[config.mk]
export PLATFORM = sky130hd
export DESIGN_NAME = tpe_error_count
export DESIGN_NICKNAME = d
export VERILOG_FILES = /design/src/rtl/tpe_pkg.sv /design/src/rtl/tpe_error_count.sv /design/src/rtl/tpe_float_enc.sv /design/src/rtl/tpe_sat_add.sv
export SDC_FILE = /design/constraint.sdc
export NUM_CORES = 1
export LEC_CHECK = 0
export ABC_AREA = 1
export BUFFER_PORTS_ARGS = -buffer_cell sky130_fd_sc_hd__buf_2
export CORE_MARGIN = 2
export CORE_UTILIZATION = 55
export CTS_CLUSTER_SIZE = 28
export DETAILED_ROUTE_END_ITERATION = 16
export GPL_ROUTABILITY_DRIVEN = 0
export GPL_TIMING_DRIVEN = 0
export PLACE_DENSITY = 0.79
export SYNTH_ARGS = -nofsm -noshare
export SYNTH_HDL_FRONTEND = slang
export SYNTH_SLANG_ARGS = --single-unit
[constraint.sdc]
create_clock -name ref_clk -period 11.05 [get_ports ref_clk]
set_input_delay 1.6575 -clock ref_clk [delete_from_list [all_inputs] [get_ports ref_clk]]
set_output_delay 1.6575 -clock ref_clk [all_outputs]
set_load 0.01 [all_outputs]
[src/rtl/tpe_pkg.sv]
// Constants for the transmit pattern checker error counter.
// Assumes an 8-bit register port with byte-wide offsets.
`default_nettype none
package tpe_pkg;

  // Register offsets
  localparam logic [7:0] TPE_OFF_THRESHOLD = 8'hAF;
  localparam logic [7:0] TPE_OFF_COUNT0 = 8'hB0;
  localparam logic [7:0] TPE_OFF_COUNT1 = 8'hB1;
  localparam logic [7:0] TPE_OFF_COUNT2 = 8'hB2;
  localparam logic [7:0] TPE_OFF_COUNT3 = 8'hB3;
  localparam logic [7:0] TPE_OFF_COUNT4 = 8'hB4;
  localparam logic [7:0] TPE_OFF_FLOAT = 8'hB5;
  localparam logic [7:0] TPE_OFF_CONTROL = 8'hC0;
  localparam logic [7:0] TPE_OFF_STATUS = 8'hC1;
  localparam logic [7:0] TPE_OFF_MASK = 8'hC2;

  // Widths
  localparam int TPE_ADDR_W = 8;
  localparam int TPE_DATA_W = 8;
  localparam int TPE_COUNT_W = 40;
  localparam int TPE_DEC_W = 64;

  // Float field positions
  localparam int TPE_MANT_LSB = 4;
  localparam int TPE_EXP_LSB = 0;
  localparam int TPE_FIELD_W = 4;

  // Control field positions
  localparam int TPE_CTL_PERIOD_LSB = 0;
  localparam int TPE_CTL_CLEAR_BIT = 7;

  // Status and mask bit positions
  localparam int TPE_ST_ABOVE = 0;
  localparam int TPE_ST_PERIOD = 1;
  localparam int TPE_ST_SAT = 2;
  localparam int TPE_ST_W = 3;

  // Reset values
  localparam logic [7:0] TPE_RST_THRESHOLD = 8'hFF;
  localparam logic [1:0] TPE_RST_PERIOD = 2'h0;
  localparam logic [2:0] TPE_RST_MASK = 3'h0;
  localparam logic [7:0] TPE_RD_UNMAPPED = 8'h00;

  // Measurement period select codes
  typedef enum logic [1:0] {
    TPE_PERIOD_A = 2'b00,
    TPE_PERIOD_B = 2'b01,
    TPE_PERIOD_C = 2'b10,
    TPE_PERIOD_CONT = 2'b11
  } tpe_period_t;

endpackage
`default_nettype wire

[src/rtl/tpe_error_count.sv]
// Error counter, threshold compare and interrupt of the transmit
// pattern checker. Error pulses and period-end strobes come from logic
// on ref_clk; software uses the byte register port.
//
// Overview of operation
// Interrupt when count exceeds decoded threshold
// Threshold byte is mantissa/16 times 16^exponent
// Compare absolute count, never a rate
// Finite period: show last completed period total
// Continuous period: show live running total
// Low byte read snapshots four upper bytes
// Count is 40 bits over five bytes
// Threshold resets to all ones
// Count also readable as one-byte float
// Count saturates; compare on every count change
`timescale 1ns/100ps
`default_nettype none
module tpe_error_count (
  // Clock and reset
  input wire logic ref_clk,
  input wire logic rst,
  // Register port
  input wire logic [tpe_pkg::TPE_ADDR_W-1:0] regAddr,
  input wire logic [tpe_pkg::TPE_DATA_W-1:0] regWrData,
  input wire logic regWrStb,
  input wire logic regRdStb,
  output logic [tpe_pkg::TPE_DATA_W-1:0] regRdData,
  // Checker events
  input wire logic errPulse,
  input wire logic periodEnd,
  // Interrupt
  output logic irq
);
  import tpe_pkg::*;

  // Software state
  logic [7:0] threshold_reg;
  logic [1:0] periodSel_reg;
  logic [TPE_ST_W-1:0] status_reg;
  logic [TPE_ST_W-1:0] status_next;
  logic [TPE_ST_W-1:0] mask_reg;
  logic [31:0] snapUpper_reg;

  // Counting state
  logic [TPE_COUNT_W-1:0] accum_reg;
  logic [TPE_COUNT_W-1:0] accum_next;
  logic [TPE_COUNT_W-1:0] report_reg;
  logic [TPE_COUNT_W-1:0] report_next;
  logic [TPE_COUNT_W-1:0] accumInc;
  logic accumAtMax;
  logic [TPE_COUNT_W-1:0] reportInc;
  logic reportAtMax;

  // Decode and compare
  logic [TPE_DEC_W-1:0] thrDecoded;
  logic [TPE_FIELD_W-1:0] thrMant;
  logic [TPE_FIELD_W-1:0] thrExp;
  logic aboveNew;
  logic aboveOld;
  logic countChanged;
  logic evAbove;
  logic evPeriod;
  logic evSat;

  // Strobes decoded from the register port
  logic wrThreshold;
  logic wrControl;
  logic wrStatus;
  logic wrMask;
  logic rdCount0;
  logic clearReq;
  logic periodActive;
  logic isContinuous;
  logic [7:0] countFloat;
  logic [7:0] rdMux;

  assign wrThreshold = regWrStb && (regAddr == TPE_OFF_THRESHOLD);
  assign wrControl = regWrStb && (regAddr == TPE_OFF_CONTROL);
  assign wrStatus = regWrStb && (regAddr == TPE_OFF_STATUS);
  assign wrMask = regWrStb && (regAddr == TPE_OFF_MASK);
  assign rdCount0 = regRdStb && (regAddr == TPE_OFF_COUNT0);
  assign clearReq = wrControl && regWrData[TPE_CTL_CLEAR_BIT];

  assign isContinuous = (periodSel_reg == TPE_PERIOD_CONT);
  assign periodActive = periodEnd && !isContinuous;

  // Threshold register, all ones after reset
  always_ff @(posedge ref_clk or posedge rst) begin
    if (rst) begin
      threshold_reg <= TPE_RST_THRESHOLD;
    end else if (wrThreshold) begin
      threshold_reg <= regWrData;
    end
  end

  // Period select
  always_ff @(posedge ref_clk or posedge rst) begin
    if (rst) begin
      periodSel_reg <= TPE_RST_PERIOD;
    end else if (wrControl) begin
      periodSel_reg <= regWrData[TPE_CTL_PERIOD_LSB +: 2];
    end
  end

  // Interrupt mask
  always_ff @(posedge ref_clk or posedge rst) begin
    if (rst) begin
      mask_reg <= TPE_RST_MASK;
    end else if (wrMask) begin
      mask_reg <= regWrData[TPE_ST_W-1:0];
    end
  end

  // Saturating increments of both accumulators
  tpe_sat_add #(
    .W(TPE_COUNT_W)
  ) u_accumInc (
    .valueIn(accum_reg),
    .inc(errPulse),
    .valueOut(accumInc),
    .atMax(accumAtMax)
  );

  tpe_sat_add #(
    .W(TPE_COUNT_W)
  ) u_reportInc (
    .valueIn(report_reg),
    .inc(errPulse),
    .valueOut(reportInc),
    .atMax(reportAtMax)
  );

  // Running total for the current period
  always_comb begin
    accum_next = accumInc;
    if (clearReq) begin
      accum_next = '0;
    end else if (periodActive) begin
      // Error in the boundary cycle belongs to the closing period
      accum_next = '0;
    end
  end

  always_ff @(posedge ref_clk or posedge rst) begin
    if (rst) begin
      accum_reg <= '0;
    end else begin
      accum_reg <= accum_next;
    end
  end

  // Reported total: live or captured at period ends
  always_comb begin
    report_next = report_reg;
    if (clearReq) begin
      report_next = '0;
    end else if (isContinuous) begin
      report_next = reportInc;
    end else if (periodEnd) begin
      report_next = accumInc;
    end
  end

  always_ff @(posedge ref_clk or posedge rst) begin
    if (rst) begin
      report_reg <= '0;
    end else begin
      report_reg <= report_next;
    end
  end

  // Threshold decode: value is mantissa shifted by 4*(exp-1)
  assign thrMant = threshold_reg[TPE_MANT_LSB +: TPE_FIELD_W];
  assign thrExp = threshold_reg[TPE_EXP_LSB +: TPE_FIELD_W];

  always_comb begin
    thrDecoded = '0;
    // Exponent zero gives a fraction below one, so its floor is zero
    if (thrExp != 4'h0) begin
      thrDecoded = TPE_DEC_W'(thrMant) << (6'(thrExp - 4'h1) << 2);
    end
  end

  // Absolute count compare, old and new values
  assign aboveNew = TPE_DEC_W'(report_next) > thrDecoded;
  assign aboveOld = TPE_DEC_W'(report_reg) > thrDecoded;
  assign countChanged = report_next != report_reg;
  assign evAbove = countChanged && aboveNew && !aboveOld;
  assign evPeriod = periodActive;
  assign evSat = (errPulse && (isContinuous ? reportAtMax : accumAtMax));

  // Sticky status, write one to clear, set wins
  always_comb begin
    status_next = status_reg;
    if (wrStatus) begin
      status_next = status_reg & ~regWrData[TPE_ST_W-1:0];
    end
    if (evAbove) begin
      status_next[TPE_ST_ABOVE] = 1'b1;
    end
    if (evPeriod) begin
      status_next[TPE_ST_PERIOD] = 1'b1;
    end
    if (evSat) begin
      status_next[TPE_ST_SAT] = 1'b1;
    end
  end

  always_ff @(posedge ref_clk or posedge rst) begin
    if (rst) begin
      status_reg <= '0;
    end else begin
      status_reg <= status_next;
    end
  end

  // Level interrupt from registered status and mask
  always_ff @(posedge ref_clk or posedge rst) begin
    if (rst) begin
      irq <= 1'b0;
    end else begin
      irq <= |(status_reg & mask_reg);
    end
  end

  // Upper bytes frozen when the low byte is read
  always_ff @(posedge ref_clk or posedge rst) begin
    if (rst) begin
      snapUpper_reg <= '0;
    end else if (rdCount0) begin
      snapUpper_reg <= report_reg[TPE_COUNT_W-1:8];
    end
  end

  // Same count in one-byte float form
  tpe_float_enc #(
    .W(TPE_COUNT_W)
  ) u_floatEnc (
    .countIn(report_reg),
    .floatOut(countFloat)
  );

  // Read multiplexer
  always_comb begin
    rdMux = TPE_RD_UNMAPPED;
    case (regAddr)
      TPE_OFF_THRESHOLD: begin
        rdMux = threshold_reg;
      end
      TPE_OFF_COUNT0: begin
        rdMux = report_reg[7:0];
      end
      TPE_OFF_COUNT1: begin
        rdMux = snapUpper_reg[7:0];
      end
      TPE_OFF_COUNT2: begin
        rdMux = snapUpper_reg[15:8];
      end
      TPE_OFF_COUNT3: begin
        rdMux = snapUpper_reg[23:16];
      end
      TPE_OFF_COUNT4: begin
        rdMux = snapUpper_reg[31:24];
      end
      TPE_OFF_FLOAT: begin
        rdMux = countFloat;
      end
      TPE_OFF_CONTROL: begin
        rdMux = {6'h00, periodSel_reg};
      end
      TPE_OFF_STATUS: begin
        rdMux = {5'h00, status_reg};
      end
      TPE_OFF_MASK: begin
        rdMux = {5'h00, mask_reg};
      end
      default: begin
        rdMux = TPE_RD_UNMAPPED;
      end
    endcase
  end

  // Read data valid only in the cycle after the strobe
  always_ff @(posedge ref_clk or posedge rst) begin
    if (rst) begin
      regRdData <= '0;
    end else if (regRdStb) begin
      regRdData <= rdMux;
    end else begin
      regRdData <= '0;
    end
  end

endmodule
`default_nettype wire

[src/rtl/tpe_float_enc.sv]
// Compresses a count into the one-byte base-16 float format.
// Purely combinational; mantissa is the top nonzero nibble, truncated.
`timescale 1ns/100ps
`default_nettype none
module tpe_float_enc #(
  parameter int W = 40
) (
  // Count in
  input wire logic [W-1:0] countIn,
  // Float out
  output logic [7:0] floatOut
);

  localparam int NIB = W / 4;

  always_comb begin
    floatOut = 8'h00;
    for (int i = 0; i < NIB; i++) begin
      if (countIn[4*i +: 4] != 4'h0) begin
        floatOut = {countIn[4*i +: 4], 4'(i + 1)};
      end
    end
  end

endmodule
`default_nettype wire

[src/rtl/tpe_sat_add.sv]
// Saturating incrementer for the error accumulators.
// Purely combinational; used by the count logic on the same clock.
`timescale 1ns/100ps
`default_nettype none
module tpe_sat_add #(
  parameter int W = 40
) (
  // Operand
  input wire logic [W-1:0] valueIn,
  input wire logic inc,
  // Result
  output logic [W-1:0] valueOut,
  output logic atMax
);

  assign atMax = &valueIn;
  // Hold at the top instead of wrapping
  assign valueOut = (inc && !atMax) ? valueIn + W'(1) : valueIn;

endmodule
`default_nettype wire

# == Yosys cells after proc, flatten, opt, wreduce, memory -nomap -nowiden ==
# Index checks and enable logic that the tools add are counted.
# classes
magnitude_cmp,2
shift,1
add_sub_neg,3
muxes,25
reduce_logical,33
bitwise_logic,3
eq_ne,12
# ops
operator,n
40-bit 2-to-1 mux,7
40-bit by 64-bit greater-than comparator with 1-bit output,2
8-bit 2-to-1 mux,11
40-bit by 1-bit adder with 40-bit output (second input constant),2
8-bit equality test (second input constant),10
8-bit case mux with 10 select lines,1
40-bit AND reduction,2
64-bit 2-to-1 mux,1
4-bit by 6-bit left shift with 64-bit output,1
4-bit nonzero test,11
40-bit != test,1
1-bit logical AND,12
3-bit bitwise AND,2
2-bit nonzero test,3
1-bit logical NOT,4
1-bit 2-to-1 mux,4
4-bit by 1-bit subtractor with 4-bit output (second input constant),1
3-bit 2-to-1 mux,1
3-bit inverter,1
3-bit OR reduction,1
2-bit equality test (second input constant),1
# word_totals
in_bits,22
reg_bits,137
out_inout_bits,9

# == Logic depth before layout (Yosys ltp) ==
# depth
word_depth,13
ltp_mapped,28
ltp_nobuf,26

# == Modules after synthesis ==
# From an unflattened synthesis, not the netlist that was laid out.
# hier_totals
cells_unflattened,2144
area_unflattened_um2,13148.9
# modules_own_cells
module,cells_per_inst,seq_area_each_um2,area_per_inst_um2,n_inst
tpe_error_count,1316,3438.3,9357.7,1
tpe_sat_add,354,0.0,1627.8,2
tpe_float_enc,120,0.0,535.5,1

# == Worst setup path before layout ==
# OpenSTA, ideal clock, no wires.
# synth_path
path_kind,input -> register
start,in regAddr[2] (netlist bit)
end,reg status_reg[0]
n_path_buf,2
cell_stages,19
arrival_ns,3.998
setup_time_ns,0.120
path_slack_ns,6.932
required_ns,10.930
path_cell_list,nor2_1 -> inv_1 -> nor2_1 -> nand2_1 -> nor2_1 -> nand2_1 -> buf_2 -> buf_2 -> nand3_1 -> inv_1 -> ha_1 -> nand4_1 -> nor4_1 -> nor4b_1 -> a32oi_1 -> nand2_1 -> nor2_1 -> nand2_1 -> nand2_1
# synth_between
elab_chain_cells,8
# synth_rtl
element,line_no,rtl
start: declaration,tpe_error_count.sv:23,"input wire logic [tpe_pkg::TPE_ADDR_W-1:0] regAddr,"
8-bit equality test (*),tpe_error_count.sv:78,assign wrControl = regWrStb && (regAddr == TPE_OFF_CONTROL);
1-bit logical AND (*),tpe_error_count.sv:78,
1-bit logical AND (*),tpe_error_count.sv:82,assign clearReq = wrControl && regWrData[TPE_CTL_CLEAR_BIT];
40-bit 2-to-1 mux (*),tpe_error_count.sv:155,if (clearReq) begin
via report_next[30],tpe_error_count.sv:48,logic [TPE_COUNT_W-1:0] report_next;
40-bit by 64-bit greater-than comparator with 1-bit output or 40-bit != test (tied branches),"tpe_error_count.sv:185, tpe_error_count.sv:187",
1-bit logical AND (*) (2 in a row),tpe_error_count.sv:188,assign evAbove = countChanged && aboveNew && !aboveOld;
1-bit 2-to-1 mux or 2-bit nonzero test (tied branches),n/a,
end signal: assignment,tpe_error_count.sv:213,status_reg <= status_next;
end: declaration,tpe_error_count.sv:39,logic [TPE_ST_W-1:0] status_reg;
# The timed path passes the listed nets; every way through them passes the cells marked *.
# A chain may end at the register's enable or synchronous reset.

# == Worst setup path in the final report ==
# layout_path
start,in regAddr[4] (netlist bit)
end,reg status_reg[0]
# The elaborated chain is that of the path after synthesis.

==> qor.txt <==
Worst setup path class: primary input to flip-flop
Largest area contributor in the netlist: dfrtp_1
Final-report hold violation count: 0
GRT overflow: 0
Die H: 157.4 um
Final setup fails: 0
Peak Freq: 0.1903 GHz
Total GRT Usage: 0.4007
Vias: 15254
Iter 0 DRT Violations: 2288
Vias per inst: 6.114
Reg2reg start: threshold_reg[0]$_DFFE_PP1P_
Worst-case clock buffer depth: 2
Final Instance Area: 14120 um^2
CTS tree: done
Register area share after synthesis: 0.2656
Clock Power Share: 0.446
Seq pwr share: 0.392
Top post-synthesis cells by count: 713 x nand2_1, 248 x nor2_1, 236 x inv_1, 198 x nand3_1, 129 x dfrtp_1
Area of the core: 23260 um^2
Crit path cell chain: buf_2 > nor3_1 > nand2_1 > nor2_1 > nand2_1 > buf_2 > buf_1 > nand3_1 > inv_1 > ha_1 > nand2_1 > inv_1 > nand2_1 > nor4b_1 > a32oi_1 > nand2_1 > nor2_1 > nand2_1 > nand2_1
Vias in the first global route: 13649
Cts hold-fix bufs: 0
I/O Buffers: 29
LEAKAGE: 6.886 nW
Total power: 1.346 mW
Net switching power: 0.4434 mW
First-pass DRT Iterations: 7
Slew @ Worst Pin: 1.251 ns
Share of cells above drive strength 1: 0.06847
Initial antenna violation count: 3
Crit path time final: 5.256 ns
Fin cells: 2495
Area post-placement: 13520 um^2
Clk_lat worst skew: 0.45 ns
Library cells used by synthesis: 53
ANT nets after route: 0
Cells on Worst Hold Path: 2
Endpoint, Worst Hold: snapUpper_reg[9]$_DFFE_PP0P_
PD cells: 95.29 nW/um^2
I/O Pins: 31
CP Max Fanout: 10
Max Cap Viol: 0
Placed insts: 2463
CP peak stage delay: 1.01 ns
CP arrival: 5.60 ns
Clk sinks: 137
Synthesis-stage register bit count: 137
Unrepaired setup endpoints after global routing: no
Synth-to-layout area growth: 9.104%
Synth Cell Area: 12950 um^2
Post-CTS Setup Bufs: 0
Post-DP HPWL: 38.22 mm
CTS Root Cell: clkbuf_16
Largest net degree at the start of global routing: 84
Synth top area cells: dfrtp_1 25%, nand2_1 21%, ha_1 8.2%
Final Max Slew Viols: 0
# fillers: 2312
Slowest CP cell: nor4b_1
R2R Setup Slk: 6.01 ns
Worst path required time: 11.40 ns
Setup crit start: regAddr[4]
Routed wire length: 48.86 mm
Internal: 0.9025 mW
CP Launch Type: primary input
Die ar.: 24780 um^2
Post-cts resize count: 0
Final period utilization: 0.4756
Worst Hold Class: flip-flop to flip-flop
Area share of the largest cell type after synthesis: 0.2493
Reg2Reg Capture Point: status_reg[0]$_DFFE_PP0P_
Async S/R FF share, synth: 1.000
Die W: 157.4 um
First-pass GRT wire length: 74.87 mm
Normalized max-slew margin: 0.1539
EDFF count, synth: 0
Synth warn: 0
Layout Nets: 2270
Count leader, synth: nand2_1
Clock transition at path regs: 0.07 ns
Status: finished, final reports clean
Hold Crit Start: snapUpper_reg[9]$_DFFE_PP0P_
DRC: 0
Primary FF master, synth: dfrtp_1
TritonCTS buffer count: 17
Combinational Power Share: 0.162
Mapped Avg Cell Area: 6.124 um^2
WL per Instance: 19.58 um
Clock skew: 0.01206 ns
Most used cell, CP: nand2_1
Sum Neg Setup Slack: 0 ns
Crit. End Element: flip-flop
Syn Nets: 2221
Maximum vdd ir drop: 0.08542 mV
Net Sw Frac: 0.3294
Starting density of the core: 0.5565
H-tree lvl count: 4
Worst reg2reg path depth: 21
Number of diodes: 0
Row count: 56
Synth Instances: 2114
-- cell usage in the layout (no fill, tap or decap), types with 54 or more instances in the layout --
cell type / netlist / routed
nand3_1: 198 / 198
nor2_1: 248 / 248
buf_2: 25 / 54
nand2_1: 713 / 713
ha_1: 85 / 85
inv_1: 236 / 235
o21ai_0: 73 / 73
a21oi_1: 88 / 88
nand4_1: 79 / 79
dfrtp_1: 129 / 129
-- worst max-delay path, delay by kind of cell --
kind | cells | cell delay, ns
compound gates | 1 | 0.24
fa+ha+maj | 1 | 0.29
simple gates | 12 | 2.55
buf+inv | 5 | 0.84
-- through the flow --
stage                     hold slack, ns  setup WS, ns  utilization
after floorplan                   0.4455         5.738            -
final                             0.4917         5.794       0.6072
after detailed placement          0.4734         5.578       0.5813
after global routing              0.5143         5.601       0.6072
after CTS                         0.4899         6.032       0.6072
after global placement            0.4644         4.061       0.5799
-- power groups by stage --
stage | sequential (mW) | combinational [mW] | clock, mW
6_report | 0.528 | 0.218 | 0.600
5_1_grt | 0.529 | 0.240 | 0.618
4_1_cts | 0.527 | 0.209 | 0.599
3_5_place_dp | 0.536 | 0.208 | 0
3_3_place_gp | 0.536 | 0.201 | 0
2_1_floorplan | 0.531 | 0.147 | 0
-- metal layers --
| metal | vias to the layer above | track usage | wire (um) |
|---|---|---|---|
| met2 | 1178 | 0.5594 | 19250 |
| met1 | 6811 | 0.5195 | 18260 |
| met3 | 246 | 0.1652 | 8036 |
| li1 | 7013 | - | - |
| met4 | 6 | 0.2190 | 3203 |
| met5 | - | 0.03727 | 117 |
-- cells by family (layout without fill, tap and decap cells) --
group	after synthesis	count (layout)	share of synthesized area
adders and majority gates	85	85	0.08215
xor gates and xnor gates	18	18	0.01218
muxes	5	5	0.004349
AOI/OAI and AO/OA	233	233	0.1024
and+or+nand+nor	1314	1314	0.4324
DFF	137	137	0.2656
buffers and inverters	322	384	0.1009
-- area by class of cell --
cell class,count,area [um^2],share of cell area
clock buffer,17,425.4,0.03012
inverter,244,920.9,0.06520
tap,319,399.1,0.02826
sequential,137,3438,0.2434
timing repair buffer,30,172.7,0.01222
buffer,78,390.4,0.02764
multi-input combinational,1655,8202,0.5807
clock inverter,15,176.4,0.01249
-- how the worst max path moves through the flow --
stage                                endpoint  cells after the start
floorplan              accum_reg[0]$_DFF_PP0_                      1
global placement       regRdData[2]$_DFF_PP0_                      2
detailed placement  status_reg[0]$_DFFE_PP0P_                     19
CTS                 status_reg[0]$_DFFE_PP0P_                     19
global route        status_reg[0]$_DFFE_PP0P_                     23
finish              status_reg[0]$_DFFE_PP0P_                     19
No activity file was read; power rests on OpenSTA's default activity.
